File: src/spr_pkg.sv
// shared constants for the pulse reference input, drive end and controller end
package spr_pkg;
  // core clock
  localparam int CLK_HZ = 25_000_000;
  localparam int CLK_PERIOD_NS = 40;
  // servo-on settle before the first step, plain and with a holding brake
  localparam int SON_SETTLE_MS = 40;
  localparam int SON_BRAKE_MS = 100;
  localparam int SON_SETTLE_CYC = SON_SETTLE_MS * 1_000_000 / CLK_PERIOD_NS;
  localparam int SON_BRAKE_CYC = SON_BRAKE_MS * 1_000_000 / CLK_PERIOD_NS;
  // brake output lag after a servo state change
  localparam int BRAKE_LAG_MS = 100;
  localparam int BRAKE_LAG_CYC = BRAKE_LAG_MS * 1_000_000 / CLK_PERIOD_NS;
  // deviation clear least hold time, rounded up
  localparam int CLR_MIN_NS = 20_000;
  localparam int CLR_MIN_CYC = (CLR_MIN_NS + CLK_PERIOD_NS - 1) / CLK_PERIOD_NS;
  // longest alarm latency allowed after a detected fault
  localparam int FAULT_MAX_MS = 2;
  localparam int FAULT_MAX_CYC = FAULT_MAX_MS * 1_000_000 / CLK_PERIOD_NS;
  // highest reference rates, line driver and open collector
  localparam int RATE_LD_HZ = 750_000;
  localparam int RATE_OC_HZ = 187_500;
  localparam int PER_LD_CYC = (CLK_HZ + RATE_LD_HZ - 1) / RATE_LD_HZ;
  localparam int PER_OC_CYC = (CLK_HZ + RATE_OC_HZ - 1) / RATE_OC_HZ;
  // sign setup before a pulse edge, strictly more than 3 us
  localparam int SIGN_SETUP_NS = 3_000;
  localparam int SIGN_SETUP_CYC = SIGN_SETUP_NS / CLK_PERIOD_NS + 1;
  // reference steps allowed per motor revolution
  localparam int REV_LIMIT = 10_000;
  // index output: fixed rise lag and width
  localparam int IDX_LAG_CYC = 4;
  localparam int IDX_WIDTH_CYC = 25;
  // indicator timing
  localparam int ACT_HOLD_MS = 50;
  localparam int ACT_HOLD_CYC = ACT_HOLD_MS * 1_000_000 / CLK_PERIOD_NS;
  localparam int BLINK_HALF_MS = 50;
  localparam int BLINK_HALF_CYC = BLINK_HALF_MS * 1_000_000 / CLK_PERIOD_NS;
  // widths
  localparam int CNT_W = 23;
  localparam int ERR_W = 24;
  localparam int REV_W = 16;
  localparam int IDX_W = 6;
  localparam int GAP_W = 8;
  localparam int CLR_W = 10;
  // rotary selector fields: bit 0 format, bits 2:1 resolution shift
  localparam int SEL_W = 3;
  localparam int SEL_FMT_BIT = 0;
  localparam int SEL_RES_LSB = 1;
  localparam logic FMT_SIGN_PULSE = 1'b0;
  localparam logic FMT_DUAL_PULSE = 1'b1;
endpackage : spr_pkg

File: src/spr_if.sv
// pin bundle between the controller and the drive's reference input
`timescale 1ns/1ns
`default_nettype none
interface spr_if;
  logic servo_on; // servo enable, high = on
  logic step_pulse_input; // pulse pin in sign mode
  logic direction_sign; // sign pin, high = forward
  logic forward_step_input; // forward pulse pin in dual mode
  logic reverse_step_input; // reverse pulse pin in dual mode
  logic deviation_clear_input; // error counter clear, high = clear
  logic fault_output; // alarm, high = fault
  logic brake_release_output; // high = brake released
  logic index_phase_output; // once-per-turn mark
  modport dev (
    input servo_on, step_pulse_input, direction_sign, forward_step_input,
    input reverse_step_input, deviation_clear_input,
    output fault_output, brake_release_output, index_phase_output
  );
  modport host (
    output servo_on, step_pulse_input, direction_sign, forward_step_input,
    output reverse_step_input, deviation_clear_input,
    input fault_output, brake_release_output, index_phase_output
  );
endinterface : spr_if
`default_nettype wire

File: src/spr_drive.sv
// drive end: reference pulse decoder, error counter, brake, alarm, indicators
`timescale 1ns/1ns
`default_nettype none
module spr_drive
  import spr_pkg::*;
#(
  parameter int SETTLE_CYC = SON_SETTLE_CYC,
  parameter int BRAKE_CYC = BRAKE_LAG_CYC,
  parameter int ACT_CYC = ACT_HOLD_CYC,
  parameter int BLINK_CYC = BLINK_HALF_CYC
) (
  // clock and reset
  input wire logic core_clk,
  input wire logic sys_rst,
  // pins towards the controller
  spr_if.dev pins,
  // drive internals
  input wire logic [SEL_W-1:0] pulse_select,
  input wire logic [2:0] fault_detect,
  input wire logic index_event,
  // error counter and step stream
  output logic signed [ERR_W-1:0] pos_error,
  output logic hold_position,
  output logic servo_ready,
  output logic ref_step,
  output logic ref_dir,
  // indicators
  output logic ref_led_orange,
  output logic ref_led_green,
  output logic alarm_led_one,
  output logic alarm_led_two,
  output logic alarm_led_three
);

  // all state of the drive end
  typedef struct packed {
    logic [2:0] pin_q; // last pulse, forward, reverse levels
    logic son; // registered servo-on
    logic [CNT_W-1:0] son_cnt; // settle timer
    logic armed; // steps accepted
    logic brake; // brake release level
    logic [CNT_W-1:0] brk_cnt; // brake lag timer
    logic [CLR_W-1:0] clr_cnt; // clear qualification timer
    logic hold; // clear in force
    logic signed [ERR_W-1:0] err; // position error
    logic [REV_W-1:0] rev_cnt; // steps since last index
    logic [2:0] alarm; // sticky alarm causes
    logic fault; // alarm pin
    logic [IDX_W-1:0] idx_cnt; // index delay and width
    logic index; // index pin
    logic [CNT_W-1:0] act_cnt; // pulse activity timer
    logic [CNT_W-1:0] blink_cnt; // blink half period
    logic blink; // blink phase
    logic led_orange;
    logic led_green;
    logic step;
    logic dir;
  } spr_drv_st_t;

  spr_drv_st_t st_r; // registered state
  spr_drv_st_t st_nxt; // next state

  // step weight from the resolution field
  function automatic logic [ERR_W-1:0] spr_weight(input logic [SEL_W-1:0] sel);
    logic [1:0] sh;
    sh = sel[SEL_RES_LSB +: 2];
    spr_weight = ERR_W'(1) << sh;
  endfunction : spr_weight

  // combinational decode feeding the next state
  logic rise_p; // pulse pin rising edge
  logic rise_f; // forward pin rising edge
  logic rise_r; // reverse pin rising edge
  logic fwd; // accepted forward step
  logic rev; // accepted reverse step
  logic accept; // steps allowed now
  logic speed_err; // too many steps per turn
  logic [ERR_W-1:0] w; // step weight

  // next-state logic
  always_comb begin
    st_nxt = st_r;
    w = spr_weight(pulse_select);
    // pin levels taken as given: a conducting source transistor is high
    rise_p = pins.step_pulse_input & ~st_r.pin_q[0];
    rise_f = pins.forward_step_input & ~st_r.pin_q[1];
    rise_r = pins.reverse_step_input & ~st_r.pin_q[2];
    st_nxt.pin_q = {pins.reverse_step_input, pins.forward_step_input, pins.step_pulse_input};
    // a fault, an open settle window or a clear in force discards steps
    accept = st_r.armed & ~st_r.fault & ~st_r.hold;
    // edge detect at 25 MHz covers 0.65 us widths, so full rate decodes
    if (pulse_select[SEL_FMT_BIT] == FMT_DUAL_PULSE) begin
      fwd = accept & rise_f & ~rise_r;
      rev = accept & rise_r & ~rise_f;
    end else begin
      fwd = accept & rise_p & pins.direction_sign;
      rev = accept & rise_p & ~pins.direction_sign;
    end
    st_nxt.step = fwd | rev;
    // direction shown for the step in the same cycle, else held
    if (fwd | rev) begin
      st_nxt.dir = fwd;
    end

    // servo-on and settle window before steps count
    st_nxt.son = pins.servo_on;
    if (!st_r.son) begin
      st_nxt.son_cnt = '0;
      st_nxt.armed = 1'b0;
    end else if (!st_r.armed) begin
      st_nxt.son_cnt = st_r.son_cnt + CNT_W'(1);
      if (st_r.son_cnt == CNT_W'(SETTLE_CYC - 1)) begin
        st_nxt.armed = 1'b1;
      end
    end

    // brake follows the servo state after a fixed lag, both ways
    if (st_r.brake != st_r.son) begin
      st_nxt.brk_cnt = st_r.brk_cnt + CNT_W'(1);
      if (st_r.brk_cnt == CNT_W'(BRAKE_CYC - 1)) begin
        st_nxt.brake = st_r.son;
        st_nxt.brk_cnt = '0;
      end
    end else begin
      // a servo change that reverts inside the lag cancels it
      st_nxt.brk_cnt = '0;
    end

    // clear acts once held long enough; short glitches do nothing
    if (pins.deviation_clear_input) begin
      if (st_r.clr_cnt != CLR_W'(CLR_MIN_CYC - 1)) begin
        st_nxt.clr_cnt = st_r.clr_cnt + CLR_W'(1);
      end else begin
        st_nxt.hold = 1'b1;
      end
    end else begin
      st_nxt.clr_cnt = '0;
      st_nxt.hold = 1'b0;
    end

    // signed error counter
    if (st_r.hold) begin
      st_nxt.err = '0;
    end else if (fwd) begin
      st_nxt.err = st_r.err + $signed(w);
    end else if (rev) begin
      st_nxt.err = st_r.err - $signed(w);
    end

    // steps per revolution, restarted by each encoder index
    speed_err = st_r.rev_cnt > REV_W'(REV_LIMIT);
    if (index_event) begin
      st_nxt.rev_cnt = '0;
    end else if ((fwd | rev) && !speed_err) begin
      st_nxt.rev_cnt = st_r.rev_cnt + w[REV_W-1:0];
    end

    // alarms stick until reset; nothing but sys_rst clears them
    st_nxt.alarm = st_r.alarm | {fault_detect[2:1], fault_detect[0] | speed_err};
    // one cycle from detection, far inside the 2 ms bound
    st_nxt.fault = |st_nxt.alarm;

    // index output rises a fixed lag after the encoder mark
    if (st_r.idx_cnt != '0) begin
      st_nxt.idx_cnt = st_r.idx_cnt - IDX_W'(1);
    end else if (index_event) begin
      st_nxt.idx_cnt = IDX_W'(IDX_LAG_CYC + IDX_WIDTH_CYC);
    end
    st_nxt.index = (st_nxt.idx_cnt != '0) && (st_nxt.idx_cnt <= IDX_W'(IDX_WIDTH_CYC));

    // activity timer refreshed by every accepted step
    if (fwd | rev) begin
      st_nxt.act_cnt = CNT_W'(ACT_CYC);
    end else if (st_r.act_cnt != '0) begin
      st_nxt.act_cnt = st_r.act_cnt - CNT_W'(1);
    end
    // free-running blink phase
    if (st_r.blink_cnt == CNT_W'(BLINK_CYC - 1)) begin
      st_nxt.blink_cnt = '0;
      st_nxt.blink = ~st_r.blink;
    end else begin
      st_nxt.blink_cnt = st_r.blink_cnt + CNT_W'(1);
    end
    // reference indicator colour
    st_nxt.led_orange = ~st_r.son;
    if (!st_r.son) begin
      st_nxt.led_green = 1'b0;
    end else if (st_r.act_cnt != '0) begin
      st_nxt.led_green = st_r.blink;
    end else begin
      st_nxt.led_green = 1'b1;
    end
  end

  // state register
  always_ff @(posedge core_clk) begin
    if (sys_rst) begin
      st_r <= '0;
    end else begin
      st_r <= st_nxt;
    end
  end

  // outputs straight from the state register
  assign pins.fault_output = st_r.fault;
  assign pins.brake_release_output = st_r.brake;
  assign pins.index_phase_output = st_r.index;
  assign pos_error = st_r.err;
  assign hold_position = st_r.hold;
  assign servo_ready = st_r.armed;
  assign ref_step = st_r.step;
  assign ref_dir = st_r.dir;
  assign ref_led_orange = st_r.led_orange;
  assign ref_led_green = st_r.led_green;
  assign alarm_led_one = st_r.alarm[0];
  assign alarm_led_two = st_r.alarm[1];
  assign alarm_led_three = st_r.alarm[2];

endmodule : spr_drive
`default_nettype wire

File: src/flat_wrapper.sv
// flat-port wrapper written by rule: the top's interface ports become plain ports
module spr_drive_flat import spr_pkg::*;
#(
  parameter int SETTLE_CYC = SON_SETTLE_CYC,
  parameter int BRAKE_CYC = BRAKE_LAG_CYC,
  parameter int ACT_CYC = ACT_HOLD_CYC,
  parameter int BLINK_CYC = BLINK_HALF_CYC
)
  (core_clk, sys_rst, pulse_select, fault_detect, index_event, pos_error, hold_position, servo_ready, ref_step, ref_dir, ref_led_orange, ref_led_green, alarm_led_one, alarm_led_two, alarm_led_three, pins_servo_on, pins_step_pulse_input, pins_direction_sign, pins_forward_step_input, pins_reverse_step_input, pins_deviation_clear_input, pins_fault_output, pins_brake_release_output, pins_index_phase_output);
  spr_if pins_i ();
  input wire logic core_clk;
  input wire logic sys_rst;
  input wire logic [SEL_W-1:0] pulse_select;
  input wire logic [2:0] fault_detect;
  input wire logic index_event;
  output logic signed [ERR_W-1:0] pos_error;
  output logic hold_position;
  output logic servo_ready;
  output logic ref_step;
  output logic ref_dir;
  output logic ref_led_orange;
  output logic ref_led_green;
  output logic alarm_led_one;
  output logic alarm_led_two;
  output logic alarm_led_three;
  input wire logic [$bits(pins_i.servo_on)-1:0] pins_servo_on;
  input wire logic [$bits(pins_i.step_pulse_input)-1:0] pins_step_pulse_input;
  input wire logic [$bits(pins_i.direction_sign)-1:0] pins_direction_sign;
  input wire logic [$bits(pins_i.forward_step_input)-1:0] pins_forward_step_input;
  input wire logic [$bits(pins_i.reverse_step_input)-1:0] pins_reverse_step_input;
  input wire logic [$bits(pins_i.deviation_clear_input)-1:0] pins_deviation_clear_input;
  output wire logic [$bits(pins_i.fault_output)-1:0] pins_fault_output;
  output wire logic [$bits(pins_i.brake_release_output)-1:0] pins_brake_release_output;
  output wire logic [$bits(pins_i.index_phase_output)-1:0] pins_index_phase_output;
  assign pins_i.servo_on = pins_servo_on;
  assign pins_i.step_pulse_input = pins_step_pulse_input;
  assign pins_i.direction_sign = pins_direction_sign;
  assign pins_i.forward_step_input = pins_forward_step_input;
  assign pins_i.reverse_step_input = pins_reverse_step_input;
  assign pins_i.deviation_clear_input = pins_deviation_clear_input;
  assign pins_fault_output = pins_i.fault_output;
  assign pins_brake_release_output = pins_i.brake_release_output;
  assign pins_index_phase_output = pins_i.index_phase_output;
  spr_drive #(.SETTLE_CYC(SETTLE_CYC), .BRAKE_CYC(BRAKE_CYC), .ACT_CYC(ACT_CYC), .BLINK_CYC(BLINK_CYC)) u_core (.core_clk(core_clk), .sys_rst(sys_rst), .pins(pins_i), .pulse_select(pulse_select), .fault_detect(fault_detect), .index_event(index_event), .pos_error(pos_error), .hold_position(hold_position), .servo_ready(servo_ready), .ref_step(ref_step), .ref_dir(ref_dir), .ref_led_orange(ref_led_orange), .ref_led_green(ref_led_green), .alarm_led_one(alarm_led_one), .alarm_led_two(alarm_led_two), .alarm_led_three(alarm_led_three));
endmodule
File: config.mk
export PLATFORM = sky130hd
export DESIGN_NAME = spr_drive_flat
export DESIGN_NICKNAME = d
export VERILOG_FILES = /design/src/spr_pkg.sv /design/src/spr_if.sv /design/src/spr_drive.sv /design/src/flat_wrapper.sv
export SDC_FILE = /design/constraint.sdc
export NUM_CORES = 1
export LEC_CHECK = 0
export ABC_AREA = 1
export BUFFER_PORTS_ARGS = -buffer_cell sky130_fd_sc_hd__buf_2
export CAP_MARGIN = 20
export CORE_ASPECT_RATIO = 2
export CORE_UTILIZATION = 45
export DETAILED_ROUTE_END_ITERATION = 8
export GPL_TIMING_DRIVEN = 0
export SLEW_MARGIN = 20
export SYNTH_ARGS = -nofsm -noshare
export SYNTH_HDL_FRONTEND = slang
export SYNTH_SLANG_ARGS = --single-unit
File: constraint.sdc
create_clock -name core_clk -period 5.7 [get_ports core_clk]
set_input_delay 0.285 -clock core_clk [delete_from_list [all_inputs] [get_ports core_clk]]
set_output_delay 0.285 -clock core_clk [all_outputs]
set_load 0.03 [all_outputs]
---- After elaboration in Yosys (flattened, before gate mapping) ----
Index checks and enable logic that the tools add are counted.
operators by class
  magnitude comparators ................... 2
  $add $sub $neg .......................... 9
  reductions and logical operators ........ 17
  bitwise gates (word level) .............. 27
  eq/ne operators ......................... 5
  muxes and demuxes ....................... 11
  shift operators ......................... 1
operators by type and width
  operator                 count
  $add A23 B1 Y23 const B  3
  $mux W24                 2
  $mux W21                 2
  $add A24 B24 Y24         1
  $shl A1 B2 Y24 const A   1
  $sub A24 B24 Y24         1
  $eq A23 B20 Y1 const B   1
  $eq A23 B21 Y1 const B   1
  $eq A23 B22 Y1 const B   1
  $reduce_bool A23 Y1      1
  $sub A23 B1 Y23 const B  1
  $add A16 B16 Y16         1
  $gt A16 B14 Y1 const B   1
  $and A1 B1 Y1            12
  $mux W6                  2
  $not A1 Y1               12
  $reduce_bool A6 Y1       2
  $reduce_or A2 Y1         6
  $add A10 B1 Y10 const B  1
  $ne A10 B9 Y1 const B    1
  $le A6 B5 Y1 const B     1
  $reduce_or A3 Y1         2
  $sub A6 B1 Y6 const B    1
  $mux W1                  5
  7 further kinds          10
storage, ports and cells
  output and inout port bits .............. 36
  bits of input ports ..................... 15
  bits in registers ....................... 165

---- Longest topological paths before layout ----
  depth in word-level cells ............... 8
  gate-level depth with buffers ........... 23

---- Worst setup path after synthesis ----
No wires, ideal clock.
  kind .................................... register to register
  from .................................... register u_core.st_r (netlist bit u_core.hold_position)
  to ...................................... register u_core.st_r (netlist bit u_core.pos_error[17])
  required time ........................... 5587 ps
  data arrival time ....................... 3014 ps
  cell stages (with the launch flop) ...... 22
  slack ................................... 2573 ps
  buffers on the path ..................... 0
  cells stage by stage .................... dfxtp_1 > inv_1 > nand2_4 > nor2_8 > nand2_4 > nand2_2 > a21oi_1 > ha_1 > a21oi_1 > inv_1 > a31oi_1 > o21ai_2 > nand2_2 > nand2_2 > nand2_1 > nand2_2 > nand2_1 > nand2_1 > nand2_1 > nand2_1 > o21ai_1 > inv_1
on the way
  cells in the longest elaborated chain, start to end .. 6
  elaborated cells on any way between the ends .. 14
  those cells by class .................... mux (3); bitwise (9); reduce/logical (2)
RTL lines
  what                                                   line              text
  start, declared                                        spr_drive.sv:60   spr_drv_st_t st_r;
  start signal, assigned                                 spr_drive.sv:200  st_r <= st_nxt;
  $not A1 Y1                                             spr_drive.sv:90   accept = st_r.armed & ~st_r.fault & ~st_r.hold;
  $and A1 B1 Y1                                          spr_drive.sv:90
  $and A1 B1 Y1, on equally long branches (2 in series)  -
  $mux W1                                                spr_drive.sv:92   if (pulse_select[SEL_FMT_BIT] == FMT_DUAL_PULSE) begin
  $mux W24 or $reduce_bool A2 Y1 (tied branches)         -
Parallel ways exist; a longest one is shown, timed or not.
A chain may end at the register's enable or synchronous reset.

---- Final worst setup path ----
  from .................................... register u_core.st_r (netlist bit u_core.servo_ready)
  to ...................................... register u_core.st_r (netlist bit u_core.pos_error[14])
on the way
  cells in the longest elaborated chain, start to end .. 6
  elaborated cells on any way between the ends .. 13
  those cells by class .................... mux (3); bitwise (9); reduce/logical (1)
RTL lines
  what                                                   line
  $and A1 B1 Y1 * (2 in series)                          spr_drive.sv:90
  $and A1 B1 Y1, on equally long branches (2 in series)  -
  $mux W1                                                spr_drive.sv:92
  $mux W24 or $reduce_bool A2 Y1 (tied branches)         -
Mark *: on every way between the ends. The rest lies on a longest branch, timed or not.

==> run summary <==
Outcome: finished clean
Period minus WS final: 3600 ps
Synth Instances: 1,336
Vias: 8,611
Total GRT Usage: 23.2%
Inserted Diodes: 0
Number of distinct library cells after synthesis: 55
Worst path arrival time: 3930 ps
Synth Cell Area: 9420 µm²
Most frequent cells in the layout: inv_1 (198), nand2_1 (198), nor2_1 (178), dfxtp_1 (165), a21oi_1 (99)
Crit Path Max Fanout: 10
# Post-CTS Setup Buffers: 0
CP Buf/Inv Count: 3
Final global-route overflow total: 0
Largest buffer count on any clock path: 2
Setup TNS: 0 ps
Clock transition at path regs: 60 ps
RSZ-0062 raised after global routing: false
CP delay by family, top: compound AO/OA/AOI/OAI gates
Main area contributors after synthesis: dfxtp_1 (35%), inv_1 (7.9%), nand2_1 (7.9%)
Ports: 51
Max reg flops: 129
Layout cell share with drive strength beyond 1: 15.0%
Number of synthesized flops with an enable pin: 0
Largest net degree at the start of global routing: 17
Initial DRC count: 347
Seq/Total Area, Yosys: 35.1%
Crit. End Element: register
Max Cap Viol: 0
Fillers: 2,106
Relative slew slack: 46.6%
Total core area: 20,500 µm²
Row count: 74
Max incr delay on CP: 390 ps
Antenna Nets Post-Route: 0
Final hold violation count: 0
CTS tree: yes
Power per Cell Area: 303 nW/µm²
Register Area: 3300 µm²
H-tree levels: 4
Most used flip-flop cell after synthesis: dfxtp_1
HPWL Detailed: 19,000 µm
Mean area per synthesized cell: 7.05 µm²
Final routed DRC violation total: 0
Critical path required time: 6030 ps
Reg with most FFs: u_core.st_r
Final Skew: 12.2 ps
CP Launch Type: register
Die area: 21,500 µm²
Yosys warns: 0
Initial antenna violation count: 0
FFs w/ async S/R, synth: 0%
DRT Pass-1 Iters: 5
Crit path kind: register to register
Die height: 207 µm
Leakage: 4.63 nW
Area of the multi-input gates: 5070 µm²
Area growth syn-to-layout: 12.6%
CP dominant cell by count: nand2_1
Synth Net Count: 1,384
Worst path cell trace: buf_6 > nand2_4 > nor2_8 > nand3_4 > nand2_2 > inv_1 > o21ai_0 > fa_1 > a31oi_1 > o21ai_1 > nand2_1 > nand2_1 > nand2_1 > o21ai_2 > nand3_1 > nand2_1 > nor2_1 > o21bai_1 > inv_1
Clock latency on the worst-skew pair: 440 ps
FMAX: 278 MHz
Resized cells post-CTS: 0
Number of port buffers: 49
First-pass GRT wire length: 39,100 µm
Number of buffers created by CTS: 17
Vias per inst: 5.12
Post-synth top area share: 35.1%
Number of hold buffers added after CTS: 0
Slew Viols, Final: 0
Root Driver: clkbuf_16
Clock sink count: 165
Peak VDD IR: 0.187 mV
Die W: 104 µm
Post-synthesis sequential element count: 165
Worst-margin pin slew: 799 ps
Dpl ws: 2030 ps
CP max-delay cell: o21ai_0
Worst Hold Class: input pin to register
Tcrit/Tclk final: 63.2%
DR WL/cell: 14.4 µm
Starting density of the core: 46.0%
Area leader, netlist: dfxtp_1
Final WS setup: 2100 ps
Final setup violation count: 0
Final wirelength: 24,200 µm
# nets final: 1,452
Placer Congestion: 0.953
Vias in the first global route: 8,418
-- synth_stat cells, types with 11 or more instances --
library cell / number
ha_1: 31
nand3_2: 12
dfxtp_1: 165
a21oi_1: 100
buf_4: 24
nand3_1: 63
nand2_1: 198
o21ai_0: 63
clkbuf_1: 12
nor4_1: 16
nor3_1: 49
nand2_2: 11
nand2_4: 11
nand4_1: 28
inv_1: 198
o21ai_1: 14
xor2_1: 29
nor2_1: 178
nor2_2: 26
-- metrics by stage --
step                      instances  area (µm²)  power [mW]  util (%)  hold slack, ps
after floorplan                1336        9420        1.88         -             392
after global placement         1651        9990        2.03      48.8             416
after detailed placement       1651       10000        2.04      48.9             420
after CTS                      1683       10600        3.25      51.8            22.5
after global routing           1683       10600        3.40      51.8            35.6
final                          1683       10600        3.21      51.8            45.6
-- tightest hold or removal path, stage by stage --
cell	delay (ps)
buf_2	70
inv_1	30
nor2_1	60
-- routing by layer --
layer / vias to the layer above / track usage [%] / wire (µm)
li1: 4471 / - / -
met1: 3932 / 20.3 / 8740
met2: 151 / 48.4 / 14000
met3: 57 / 4.18 / 588
met4: 0 / 12.2 / 880
met5: - / 0 / 0
-- final timing paths --
check | start | end | slack, ps | cells past startpoint
max reg2reg | u_core.servo_ready$_SDFF_PP0_ | u_core.pos_error[14]$_SDFFE_PP0P_ | 2100 | 19
max | u_core.servo_ready$_SDFF_PP0_ | u_core.pos_error[14]$_SDFFE_PP0P_ | 2100 | 19
min | pins_servo_on | u_core.st_r[161]$_SDFF_PP0_ | 50 | 3
min reg2reg | u_core.st_r[77]$_SDFFE_PP0P_ | u_core.st_r[77]$_SDFFE_PP0P_ | 430 | 2
-- final cells by class --
type                       count  share of cell area [%]
buffer                        43                    2.51
clock buffer                  24                    4.54
clock inverter                 8                    1.16
inverter                     209                    7.40
multi-input combinational    919                    47.8
sequential                   165                    31.2
tap                          266                    3.14
timing repair buffer          49                    2.31
-- cells by family (layout without fill, tap and decap cells) --
| logic type | count (synthesis) | count (layout) | synth area share [%] |
|---|---|---|---|
| xor+xnor | 38 | 38 | 3.53 |
| fa+ha+maj | 33 | 33 | 4.54 |
| buf+inv | 252 | 333 | 11.2 |
| compound gates | 212 | 212 | 12.2 |
| simple gates | 636 | 636 | 33.5 |
| flops | 165 | 165 | 35.1 |
-- power breakdown --
part	internal [mW]	leakage (nW)	switching, mW	total (mW)
Combinational	0.253	3.01	0.459	0.711
Clock	0.722	0.286	0.466	1.19
Sequential	1.24	1.34	0.0692	1.31
Note: power is estimated with default switching activity, not from simulation.
